`src/verilog/bstat_defines.svh`:
```
// Purpose: constants for the per-port tester status and interrupt block
// Assumes: byte-wide register port, 16-bit addresses, 25 MHz clock
// Notes: offsets are the port-1 addresses; port n adds PORT_STRIDE x (n-1)
`ifndef BSTAT_DEFINES_SVH
`define BSTAT_DEFINES_SVH

`define BSTAT_PORT_STRIDE 16'h0010
`define BSTAT_ADDR_W 16
`define BSTAT_DATA_W 8

// basic bank
`define BSTAT_OFS_BIT_COUNT0 16'h1107
`define BSTAT_OFS_BIT_COUNT1 16'h1108
`define BSTAT_OFS_BIT_COUNT2 16'h1109
`define BSTAT_OFS_BIT_COUNT3 16'h110A
`define BSTAT_OFS_ERR_COUNT0 16'h110B
`define BSTAT_OFS_ERR_COUNT1 16'h110C
`define BSTAT_OFS_ERROR_COUNT_BYTE2 16'h110D
`define BSTAT_OFS_TESTER_STATUS 16'h110E
`define BSTAT_OFS_TESTER_STATUS_IRQ_MASK 16'h110F
// extended bank
`define BSTAT_OFS_EXTENDED_PATTERN_CONTROL 16'h1400
`define BSTAT_OFS_LIVE_CONDITION_STATUS 16'h1401
`define BSTAT_OFS_CONDITION_EDGE_LATCHES 16'h1402
`define BSTAT_OFS_CONDITION_EDGE_IRQ_MASK 16'h1403
`define BSTAT_OFS_ERROR_OVERFLOW_LATCHES 16'h1404
`define BSTAT_OFS_ERROR_OVERFLOW_IRQ_MASK 16'h1405

// field positions
`define BSTAT_TS_BIT_ERROR 6
`define BSTAT_TS_ZEROS_OR_ONES 5
`define BSTAT_TS_LOCKED 4
`define BSTAT_XC_OCTET55 1
`define BSTAT_XC_ALIGN 0
`define BSTAT_OV_BIT_ERROR 2
`define BSTAT_OV_BIT_WRAP 1
`define BSTAT_OV_ERR_WRAP 0

// reset values
`define BSTAT_RESET_BYTE 8'h00

// timing and counts
`define BSTAT_RUN_LEN 6'h20
`define BSTAT_LOS_WINDOW 6'h3F
`define BSTAT_LOS_ERRORS 6'h06

`endif

```
`src/verilog/bstat_pkg.sv`:
```
// Purpose: types for the per-port tester status block
// Assumes: constants live in bstat_defines.svh
// Notes: none
package bstat_pkg;
	// one-hot lock tracker states
	typedef enum logic [2:0] {
		BSTAT_IDLE = 3'b001,
		BSTAT_HUNT = 3'b010,
		BSTAT_LOCK = 3'b100
	} bstat_sync_t;
	// condition vector order: {all ones, all zeros, hunt, locked}
	typedef logic [3:0] bstat_cond_t;
endpackage

```
`src/verilog/bstat_core.sv`:
```
// Purpose: four-port tester status, edge latching, counters and interrupt gating
// Assumes: framer bit strobes on CLK; software on a byte register port
// Notes: read data is registered, one cycle after the read strobe
//
// Design decision made here: the strobed register port.
`timescale 1ns/1ps
`include "bstat_defines.svh"
`default_nettype none

module bstat_core #(
	parameter int PORTS = 4,
	parameter logic [5:0] LOS_ERRORS = `BSTAT_LOS_ERRORS
) (
	input wire logic CLK,
	input wire logic SYS_RST,
	input wire logic [15:0] ADDR,
	input wire logic [7:0] WDATA,
	input wire logic WR,
	input wire logic RD,
	output logic [7:0] RDATA,
	input wire logic [PORTS-1:0] RX_BIT_EN,
	input wire logic [PORTS-1:0] RX_BIT,
	input wire logic [PORTS-1:0] RX_MATCH,
	input wire logic [PORTS-1:0] PATTERN_SELECT_FIELD_DALY,
	output logic [PORTS-1:0] OCTET55_PATTERN_SELECT,
	output logic [PORTS-1:0] TX_PATTERN_BYTE_ALIGN,
	output logic [PORTS-1:0] LIVE_PATTERN_LOCKED,
	output logic IRQ
);

	// address split: port in bits 5:4, port-1 address otherwise
	wire logic [1:0] port_sel = ADDR[5:4];
	wire logic [15:0] base_addr = {ADDR[15:6], 2'b00, ADDR[3:0]};
	wire logic port_ok = ({30'h0, port_sel} < PORTS);

	wire logic hit_ts = port_ok && (base_addr == `BSTAT_OFS_TESTER_STATUS);
	wire logic hit_tsm = port_ok && (base_addr == `BSTAT_OFS_TESTER_STATUS_IRQ_MASK);
	wire logic hit_xc = port_ok && (base_addr == `BSTAT_OFS_EXTENDED_PATTERN_CONTROL);
	wire logic hit_el = port_ok && (base_addr == `BSTAT_OFS_CONDITION_EDGE_LATCHES);
	wire logic hit_elm = port_ok && (base_addr == `BSTAT_OFS_CONDITION_EDGE_IRQ_MASK);
	wire logic hit_ov = port_ok && (base_addr == `BSTAT_OFS_ERROR_OVERFLOW_LATCHES);
	wire logic hit_ovm = port_ok && (base_addr == `BSTAT_OFS_ERROR_OVERFLOW_IRQ_MASK);

	// per-port register images for the read mux
	logic [7:0] rd_ts [PORTS];
	logic [7:0] rd_tsm [PORTS];
	logic [7:0] rd_xc [PORTS];
	logic [7:0] rd_live [PORTS];
	logic [7:0] rd_el [PORTS];
	logic [7:0] rd_elm [PORTS];
	logic [7:0] rd_ov [PORTS];
	logic [7:0] rd_ovm [PORTS];
	logic [31:0] rd_bits [PORTS];
	logic [23:0] rd_errs [PORTS];
	logic [PORTS-1:0] port_irq;

	genvar p;
	generate
		for (p = 0; p < PORTS; p++) begin : g_port
			wire logic sel = port_ok && (port_sel == p);
			wire logic bit_en = RX_BIT_EN[p];

			bstat_pkg::bstat_sync_t state;
			bstat_pkg::bstat_sync_t next_state;
			logic [5:0] match_run;
			logic [5:0] ones_run;
			logic [5:0] zeros_run;
			logic [5:0] win_cnt;
			logic [5:0] win_err;
			logic [31:0] bit_count;
			logic [23:0] err_count;
			bstat_pkg::bstat_cond_t cond_q;
			logic [3:0] entry_flag;
			logic [3:0] exit_flag;
			logic [2:0] ov_flag;
			logic [7:0] ts_mask;
			logic [7:0] el_mask;
			logic [2:0] ov_mask;
			logic [1:0] xctl;
			logic align_pulse;

			// live conditions
			wire logic all_ones_condition = (ones_run == `BSTAT_RUN_LEN);
			wire logic all_zeros_condition = (zeros_run == `BSTAT_RUN_LEN);
			wire logic pattern_hunt_condition = (state == bstat_pkg::BSTAT_HUNT);
			wire logic pattern_locked_condition = (state == bstat_pkg::BSTAT_LOCK);
			wire bstat_pkg::bstat_cond_t cond = {all_ones_condition, all_zeros_condition,
				pattern_hunt_condition, pattern_locked_condition};
			wire bstat_pkg::bstat_cond_t cond_rise = cond & ~cond_q;
			wire bstat_pkg::bstat_cond_t cond_fall = ~cond & cond_q;

			// error only counts while locked
			wire logic bit_error_event = pattern_locked_condition && bit_en
				&& !RX_MATCH[p];
			wire logic bit_inc = pattern_locked_condition && bit_en;
			wire logic bit_wrap = bit_inc && (bit_count == 32'hFFFFFFFF);
			wire logic err_wrap = bit_error_event && (err_count == 24'hFFFFFF);
			wire logic win_end = bit_inc && (win_cnt == `BSTAT_LOS_WINDOW);
			wire logic [5:0] win_err_now = win_err + {5'h00, bit_error_event};
			wire logic too_many = bit_inc && (win_err_now >= LOS_ERRORS);

			// write-one clears; entry flags and bit error from either status register, exit flags and wraps from their latch register only
			wire logic [3:0] clr_entry = (WR && sel && hit_ts) ? WDATA[3:0] :
				(WR && sel && hit_el) ? WDATA[3:0] : 4'h0;
			wire logic [3:0] clr_exit = (WR && sel && hit_el) ? WDATA[7:4] : 4'h0;
			wire logic clr_berr = (WR && sel && hit_ts && WDATA[`BSTAT_TS_BIT_ERROR])
				|| (WR && sel && hit_ov && WDATA[`BSTAT_OV_BIT_ERROR]);
			wire logic [2:0] clr_ov = {clr_berr,
				(WR && sel && hit_ov) ? WDATA[1:0] : 2'h0};
			wire logic [2:0] set_ov = {bit_error_event, bit_wrap, err_wrap};

			// lock tracker: idle until the first bit, then hunt for 32 matches
			always_comb begin
				next_state = state;
				case (state)
					bstat_pkg::BSTAT_IDLE: begin
						if (bit_en)
							next_state = bstat_pkg::BSTAT_HUNT;
					end
					bstat_pkg::BSTAT_HUNT: begin
						if (bit_en && RX_MATCH[p] && (match_run == `BSTAT_RUN_LEN - 6'h01))
							next_state = bstat_pkg::BSTAT_LOCK;
					end
					bstat_pkg::BSTAT_LOCK: begin
						if (too_many)
							next_state = bstat_pkg::BSTAT_HUNT;
					end
					default: next_state = bstat_pkg::BSTAT_IDLE;
				endcase
			end

			always_ff @(posedge CLK or posedge SYS_RST) begin
				if (SYS_RST) begin
					state <= bstat_pkg::BSTAT_IDLE;
				end else begin
					state <= next_state;
				end
			end

			// match run only matters while hunting
			always_ff @(posedge CLK or posedge SYS_RST) begin
				if (SYS_RST) begin
					match_run <= 6'h00;
				end else if (!pattern_hunt_condition) begin
					match_run <= 6'h00;
				end else if (bit_en) begin
					match_run <= RX_MATCH[p] ? match_run + 6'h01 : 6'h00;
				end
			end

			// saturating runs of ones and zeros
			always_ff @(posedge CLK or posedge SYS_RST) begin
				if (SYS_RST) begin
					ones_run <= 6'h00;
					zeros_run <= 6'h00;
				end else if (bit_en) begin
					if (RX_BIT[p]) begin
						ones_run <= all_ones_condition ? ones_run : ones_run + 6'h01;
						zeros_run <= 6'h00;
					end else begin
						zeros_run <= all_zeros_condition ? zeros_run : zeros_run + 6'h01;
						ones_run <= 6'h00;
					end
				end
			end

			// loss of lock: too many errors in one 64-bit window
			always_ff @(posedge CLK or posedge SYS_RST) begin
				if (SYS_RST) begin
					win_cnt <= 6'h00;
					win_err <= 6'h00;
				end else if (!pattern_locked_condition || too_many) begin
					win_cnt <= 6'h00;
					win_err <= 6'h00;
				end else if (bit_inc) begin
					win_cnt <= win_cnt + 6'h01;
					win_err <= win_end ? 6'h00 : win_err_now;
				end
			end

			// counters wrap freely; the wrap is what gets flagged
			always_ff @(posedge CLK or posedge SYS_RST) begin
				if (SYS_RST) begin
					bit_count <= 32'h00000000;
					err_count <= 24'h000000;
				end else begin
					if (bit_inc)
						bit_count <= bit_count + 32'h00000001;
					if (bit_error_event)
						err_count <= err_count + 24'h000001;
				end
			end

			// sticky flags: set beats a same-cycle clear
			always_ff @(posedge CLK or posedge SYS_RST) begin
				if (SYS_RST) begin
					cond_q <= 4'h0;
					entry_flag <= 4'h0;
					exit_flag <= 4'h0;
					ov_flag <= 3'h0;
				end else begin
					cond_q <= cond;
					entry_flag <= (entry_flag & ~clr_entry) | cond_rise;
					exit_flag <= (exit_flag & ~clr_exit) | cond_fall;
					ov_flag <= (ov_flag & ~clr_ov) | set_ov;
				end
			end

			// masks and extended control
			always_ff @(posedge CLK or posedge SYS_RST) begin
				if (SYS_RST) begin
					ts_mask <= `BSTAT_RESET_BYTE;
					el_mask <= `BSTAT_RESET_BYTE;
					ov_mask <= 3'h0;
					xctl <= 2'h0;
					align_pulse <= 1'b0;
				end else begin
					if (WR && sel && hit_tsm)
						ts_mask <= {1'b0, WDATA[6], 2'b00, WDATA[3:0]};
					if (WR && sel && hit_elm)
						el_mask <= WDATA;
					if (WR && sel && hit_ovm)
						ov_mask <= WDATA[2:0];
					if (WR && sel && hit_xc)
						xctl <= WDATA[1:0];
					// only a written 0-to-1 edge realigns
					align_pulse <= WR && sel && hit_xc && WDATA[`BSTAT_XC_ALIGN]
						&& !xctl[`BSTAT_XC_ALIGN];
				end
			end

			// basic mask covers both edges of each condition
			wire logic irq_basic = (|(entry_flag & ts_mask[3:0]))
				|| (|(exit_flag & ts_mask[3:0]))
				|| (ov_flag[2] && ts_mask[`BSTAT_TS_BIT_ERROR]);
			wire logic irq_ext = (|({exit_flag, entry_flag} & el_mask))
				|| (|(ov_flag & ov_mask));
			assign port_irq[p] = irq_basic || irq_ext;

			assign OCTET55_PATTERN_SELECT[p] = xctl[`BSTAT_XC_OCTET55]
				&& PATTERN_SELECT_FIELD_DALY[p];
			assign TX_PATTERN_BYTE_ALIGN[p] = align_pulse;
			assign LIVE_PATTERN_LOCKED[p] = pattern_locked_condition;

			assign rd_ts[p] = {1'b0, ov_flag[2],
				all_zeros_condition || all_ones_condition,
				pattern_locked_condition,
				entry_flag};
			assign rd_tsm[p] = ts_mask;
			assign rd_xc[p] = {6'h00, xctl};
			assign rd_live[p] = {4'h0, cond};
			assign rd_el[p] = {exit_flag, entry_flag};
			assign rd_elm[p] = el_mask;
			assign rd_ov[p] = {5'h00, ov_flag};
			assign rd_ovm[p] = {5'h00, ov_mask};
			assign rd_bits[p] = bit_count;
			assign rd_errs[p] = err_count;
		end
	endgenerate

	// read select; unmapped addresses read zero
	wire logic [7:0] rd_sel =
		!port_ok ? 8'h00 :
		(base_addr == `BSTAT_OFS_BIT_COUNT0) ? rd_bits[port_sel][7:0] :
		(base_addr == `BSTAT_OFS_BIT_COUNT1) ? rd_bits[port_sel][15:8] :
		(base_addr == `BSTAT_OFS_BIT_COUNT2) ? rd_bits[port_sel][23:16] :
		(base_addr == `BSTAT_OFS_BIT_COUNT3) ? rd_bits[port_sel][31:24] :
		(base_addr == `BSTAT_OFS_ERR_COUNT0) ? rd_errs[port_sel][7:0] :
		(base_addr == `BSTAT_OFS_ERR_COUNT1) ? rd_errs[port_sel][15:8] :
		(base_addr == `BSTAT_OFS_ERROR_COUNT_BYTE2) ? rd_errs[port_sel][23:16] :
		hit_ts ? rd_ts[port_sel] :
		hit_tsm ? rd_tsm[port_sel] :
		hit_xc ? rd_xc[port_sel] :
		(base_addr == `BSTAT_OFS_LIVE_CONDITION_STATUS) ? rd_live[port_sel] :
		hit_el ? rd_el[port_sel] :
		hit_elm ? rd_elm[port_sel] :
		hit_ov ? rd_ov[port_sel] :
		hit_ovm ? rd_ovm[port_sel] : 8'h00;

	// data stands only in the cycle after the strobe
	always_ff @(posedge CLK or posedge SYS_RST) begin
		if (SYS_RST) begin
			RDATA <= 8'h00;
			IRQ <= 1'b0;
		end else begin
			RDATA <= RD ? rd_sel : 8'h00;
			IRQ <= |port_irq;
		end
	end

endmodule

`default_nettype wire

```
`config.mk`:
```
export PLATFORM = sky130hd
export DESIGN_NAME = bstat_core
export DESIGN_NICKNAME = d
export VERILOG_FILES = /design/src/verilog/bstat_pkg.sv /design/src/verilog/bstat_core.sv
export VERILOG_INCLUDE_DIRS = /design/src /design/src/verilog
export SDC_FILE = /design/constraint.sdc
export NUM_CORES = 1
export LEC_CHECK = 0
export BUFFER_PORTS_ARGS = -buffer_cell sky130_fd_sc_hd__buf_2
export CAP_MARGIN = 25
export CORE_UTILIZATION = 45
export DETAILED_ROUTE_END_ITERATION = 16
export PLACE_DENSITY = 0.6
export SLEW_MARGIN = 15
export SYNTH_ARGS = -nofsm -noshare
export SYNTH_HDL_FRONTEND = slang
export SYNTH_SLANG_ARGS = --single-unit
```
`constraint.sdc`:
```
create_clock -name CLK -period 14.5 [get_ports CLK]
set_clock_uncertainty 0.15 [all_clocks]
set_input_delay 0.725 -clock CLK [delete_from_list [all_inputs] [get_ports CLK]]
set_output_delay 0.725 -clock CLK [all_outputs]
set_load 0.05 [all_outputs]
```
==> key figures <==
Run status
  – Outcome: complete, no violations

Synth
  – Post-synthesis sequential area ratio: between 40% and 50%
  – Synth top area cells: dfrtp_1 (48%), mux4_2 (7.8%), xnor2_1 (5.5%)
  – Cell taking the most area after synthesis: dfrtp_1
  – EDFF count, synth: 0
  – Count of state elements after synthesis: around 500
  – Top-count cell post-synth: dfrtp_1
  – Syn nets: ~2500
  – Post-synth top cells: dfrtp_1 (497), nand2_1 (274), xnor2_1 (161)
  – Cells after Synth: approximately 2400
  – Fraction of registers with async set/reset: 100%
  – Yosys warnings: 0
  – Top_reg_cell synth: dfrtp_1
  – Mapped Area: 25700 um2
  – Synth top area share: between 40% and 50%
  – Yosys cell types: 77
  – Avg Inst Size Synth: about 11 um2

Setup path
  – R2r worst-path depth: 10
  – Worst-path cell chain: nand4bb_1 > nor2_1 > ha_1 > ha_1 > nand4_1 > a21oi_1 > o21ai_0 > a311oi_1 > a21oi_1 > mux2i_1
  – Worst stage delay on the critical path: roughly 0.62 ns
  – Critical path class: register to register
  – R2r setup slk: 10.72 ns
  – CP Capture Type: register
  – Crit path DAT: ~4.2 ns
  – CP startpoint kind: register
  – R2R Path End: g_port[1].win_err[2]
  – Crit path required time: between 10 and 15 ns
  – Worst-path fanout max: 9
  – Slowest cell on crit path: nor2_1
  – Reg2Reg Launch Point: g_port[1].state[1]

Clock tree
  – Clock sinks: 501
  – Worst-path clk slew: approximately 0.06 ns
  – CTS tree: done
  – Worst-Skew Late Latency: 0.61 ns
  – Post-CTS Resized: 0
  – Max Root-Sink Buffers: 3
  – Num CTS Buffers: between 50 and 60
  – Post-CTS setup buffer count: 0
  – H-tree depth: 2
  – Clock root cell: clkbuf_16
  – Hold_buf cts: 0

Timing
  – TNS Setup: 0 ns
  – Final Hold Fails: 0
  – Achievable frequency: 265 MHz
  – Final hold slack: roughly 0.022 ns
  – Unrepaired setup endpoints after global routing: false
  – Actual slew at the worst max-slew pin: approximately 1.0 ns
  – Endpoints failing setup: 0
  – Final period util: roughly a quarter
  – Slew headroom: 30.3%
  – Count of pins over their slew limit: 0
  – Fin crit period: about 3.8 ns

Global routing
  – Largest net degree at the start of global routing: 75
  – Overflow after GRT: 0
  – Initial antenna violation count: 1
  – Gr usage total: between 20% and 30%
  – Global-route wire length before repair: approximately 110000 um
  – Vias in the first global route: 18500

Cells and area
  – Layout cells sized above 1: about 16%
  – Non-Filler Instances: roughly 3200
  – P&R area growth vs syn: 11.7%
  – Final core occ: about half
  – Nets: ~2500

Run
  – Max_cap viols: 0

Route
  – WL/cell: 22.2 um
  – DR vias/cell: approximately 6
  – Routed vias: between 15000 and 20000
  – Met2 routed WL: 32800 um
  – Final ANT Viol Nets: 0
  – Top Layer Used: met4
  – WL met1: ~32000 um
  – Routed wire length: 71600 um
  – First drt pass iteration count: 5
  – Met3 wire length: about 4600 um
  – Number of DRC markers in iteration 0: approximately 1500
  – DRC errors left: 0

Placement
  – Placed Instances: ~3100
  – Routability cong.: between 0.9 and 1
  – I/O Buffers: between 60 and 70
  – Post-DP HPWL: ~52000 um

Die
  – Chip Width: approximately 240 um
  – Core Region: roughly 56000 um2
  – Initial core utilization: 45.6%
  – Die area: between 50000 and 60000 um2
  – Die Y-Extent: ~240 um
  – # rows: slightly below 90
  – IO Count: 65

Power
  – Total power: 0.00316 W
  – Power per cell area: 110 nW/um2
  – VDD IR max: ~0.12 mV
  – Leak: 13.0 nW

Worst hold path
  – Worst hold path type: primary input to asynchronous set/reset pin
[cell type report]
cell class	count	area [um2]
Antenna cell	1	2.50
Clock buffer	83	1630
Clock inverter	19	282
Fill cell	5105	27700
Inverter	73	278
Multi-Input combinational cell	1704	12500
Sequential cell	501	12500
Tap cell	756	946
Timing Repair Buffer	85	542
[layout by cell type (no fill, tap or decap), types with 40 or more instances in the layout]
master	Yosys	final
nor2_1	158	158
o21ai_0	108	108
a21oi_1	54	54
xnor2_1	161	161
nand4_1	75	75
dfrtp_1	497	497
ha_1	40	40
inv_1	71	70
mux4_2	89	89
xor2_1	79	79
and3_1	54	54
clkbuf_16	0	57
nand3_1	140	140
buf_2	20	63
nor3_1	41	41
nand2_1	274	274
mux2_2	80	80
[critical path: cells and delay by family (launching register included)]
kind	cells	cell delay, ns
multiplexers	1	0.17
AND/OR/NAND/NOR	3	1.23
adder cells (fa/ha/maj)	2	0.59
flip-flops	1	0.45
AO/OA/AOI/OAI	4	1.11
[per-stage QoR]
step           area [um2]  worst slack, ns
6_report            28700            10.72
5_1_grt             28700            10.31
4_1_cts             28700            10.73
3_5_place_dp        26800            10.15
3_3_place_gp        26700            10.26
2_1_floorplan       25700             6.83
[how the worst max path moves through the flow]
stage | start | to | cells past startpoint
finish | g_port[1].state[1] | g_port[1].win_err[2] | 10
global route | g_port[1].state[1] | g_port[1].win_err[2] | 10
CTS | g_port[1].state[1] | g_port[1].win_err[2] | 10
detailed placement | RX_BIT_EN[3] | g_port[3].win_err[2] | 11
global placement | SYS_RST | g_port[0].err_count[3] | 5
floorplan | SYS_RST | IRQ | 1
[state kept, by name, indices dropped and copies added (netlist names)]
signal and flops:
RDATA 8, g_port.exit_flag 16, g_port.bit_count 128, g_port.win_cnt 24
g_port.err_count 96, g_port.state 12, g_port.ts_mask 20, g_port.ones_run 24
g_port.xctl 8, g_port.win_err 24, g_port.entry_flag 16, g_port.ov_mask 12
g_port.match_run 24, g_port.el_mask 32, IRQ 1, g_port.align_pulse 4
g_port.cond_q 16, g_port.ov_flag 12, g_port.zeros_run 24
[kinds of logic (layout without fill, tap and decap cells)]
family                     after synthesis  count (layout)  share of synthesized area [%]
other                                    0               1                              0
adders and majority gates               40              40                           1.95
DFF                                    501             501                           48.7
muxes                                  188             188                           12.2
and+or+nand+nor                        902             902                           17.5
xor gates and xnor gates               240             240                           8.17
AOI/OAI and AO/OA                      334             334                           8.64
buffers and inverters                  174             260                           2.79
[report_power, final]
part           switching [W]  internal, W  leakage [nW]
Combinational       0.000124    0.0000684          5.24
Clock               0.000586     0.000900         0.947
Sequential         0.0000425      0.00143          6.79
[layer usage]
layer,GRT usage (%),vias to the layer above
li1,-,8679
met1,36.7,9829
met2,38.7,631
met3,4.03,128
met4,7.96,0
met5,0,-
Note: power is estimated with default switching activity, not from simulation.
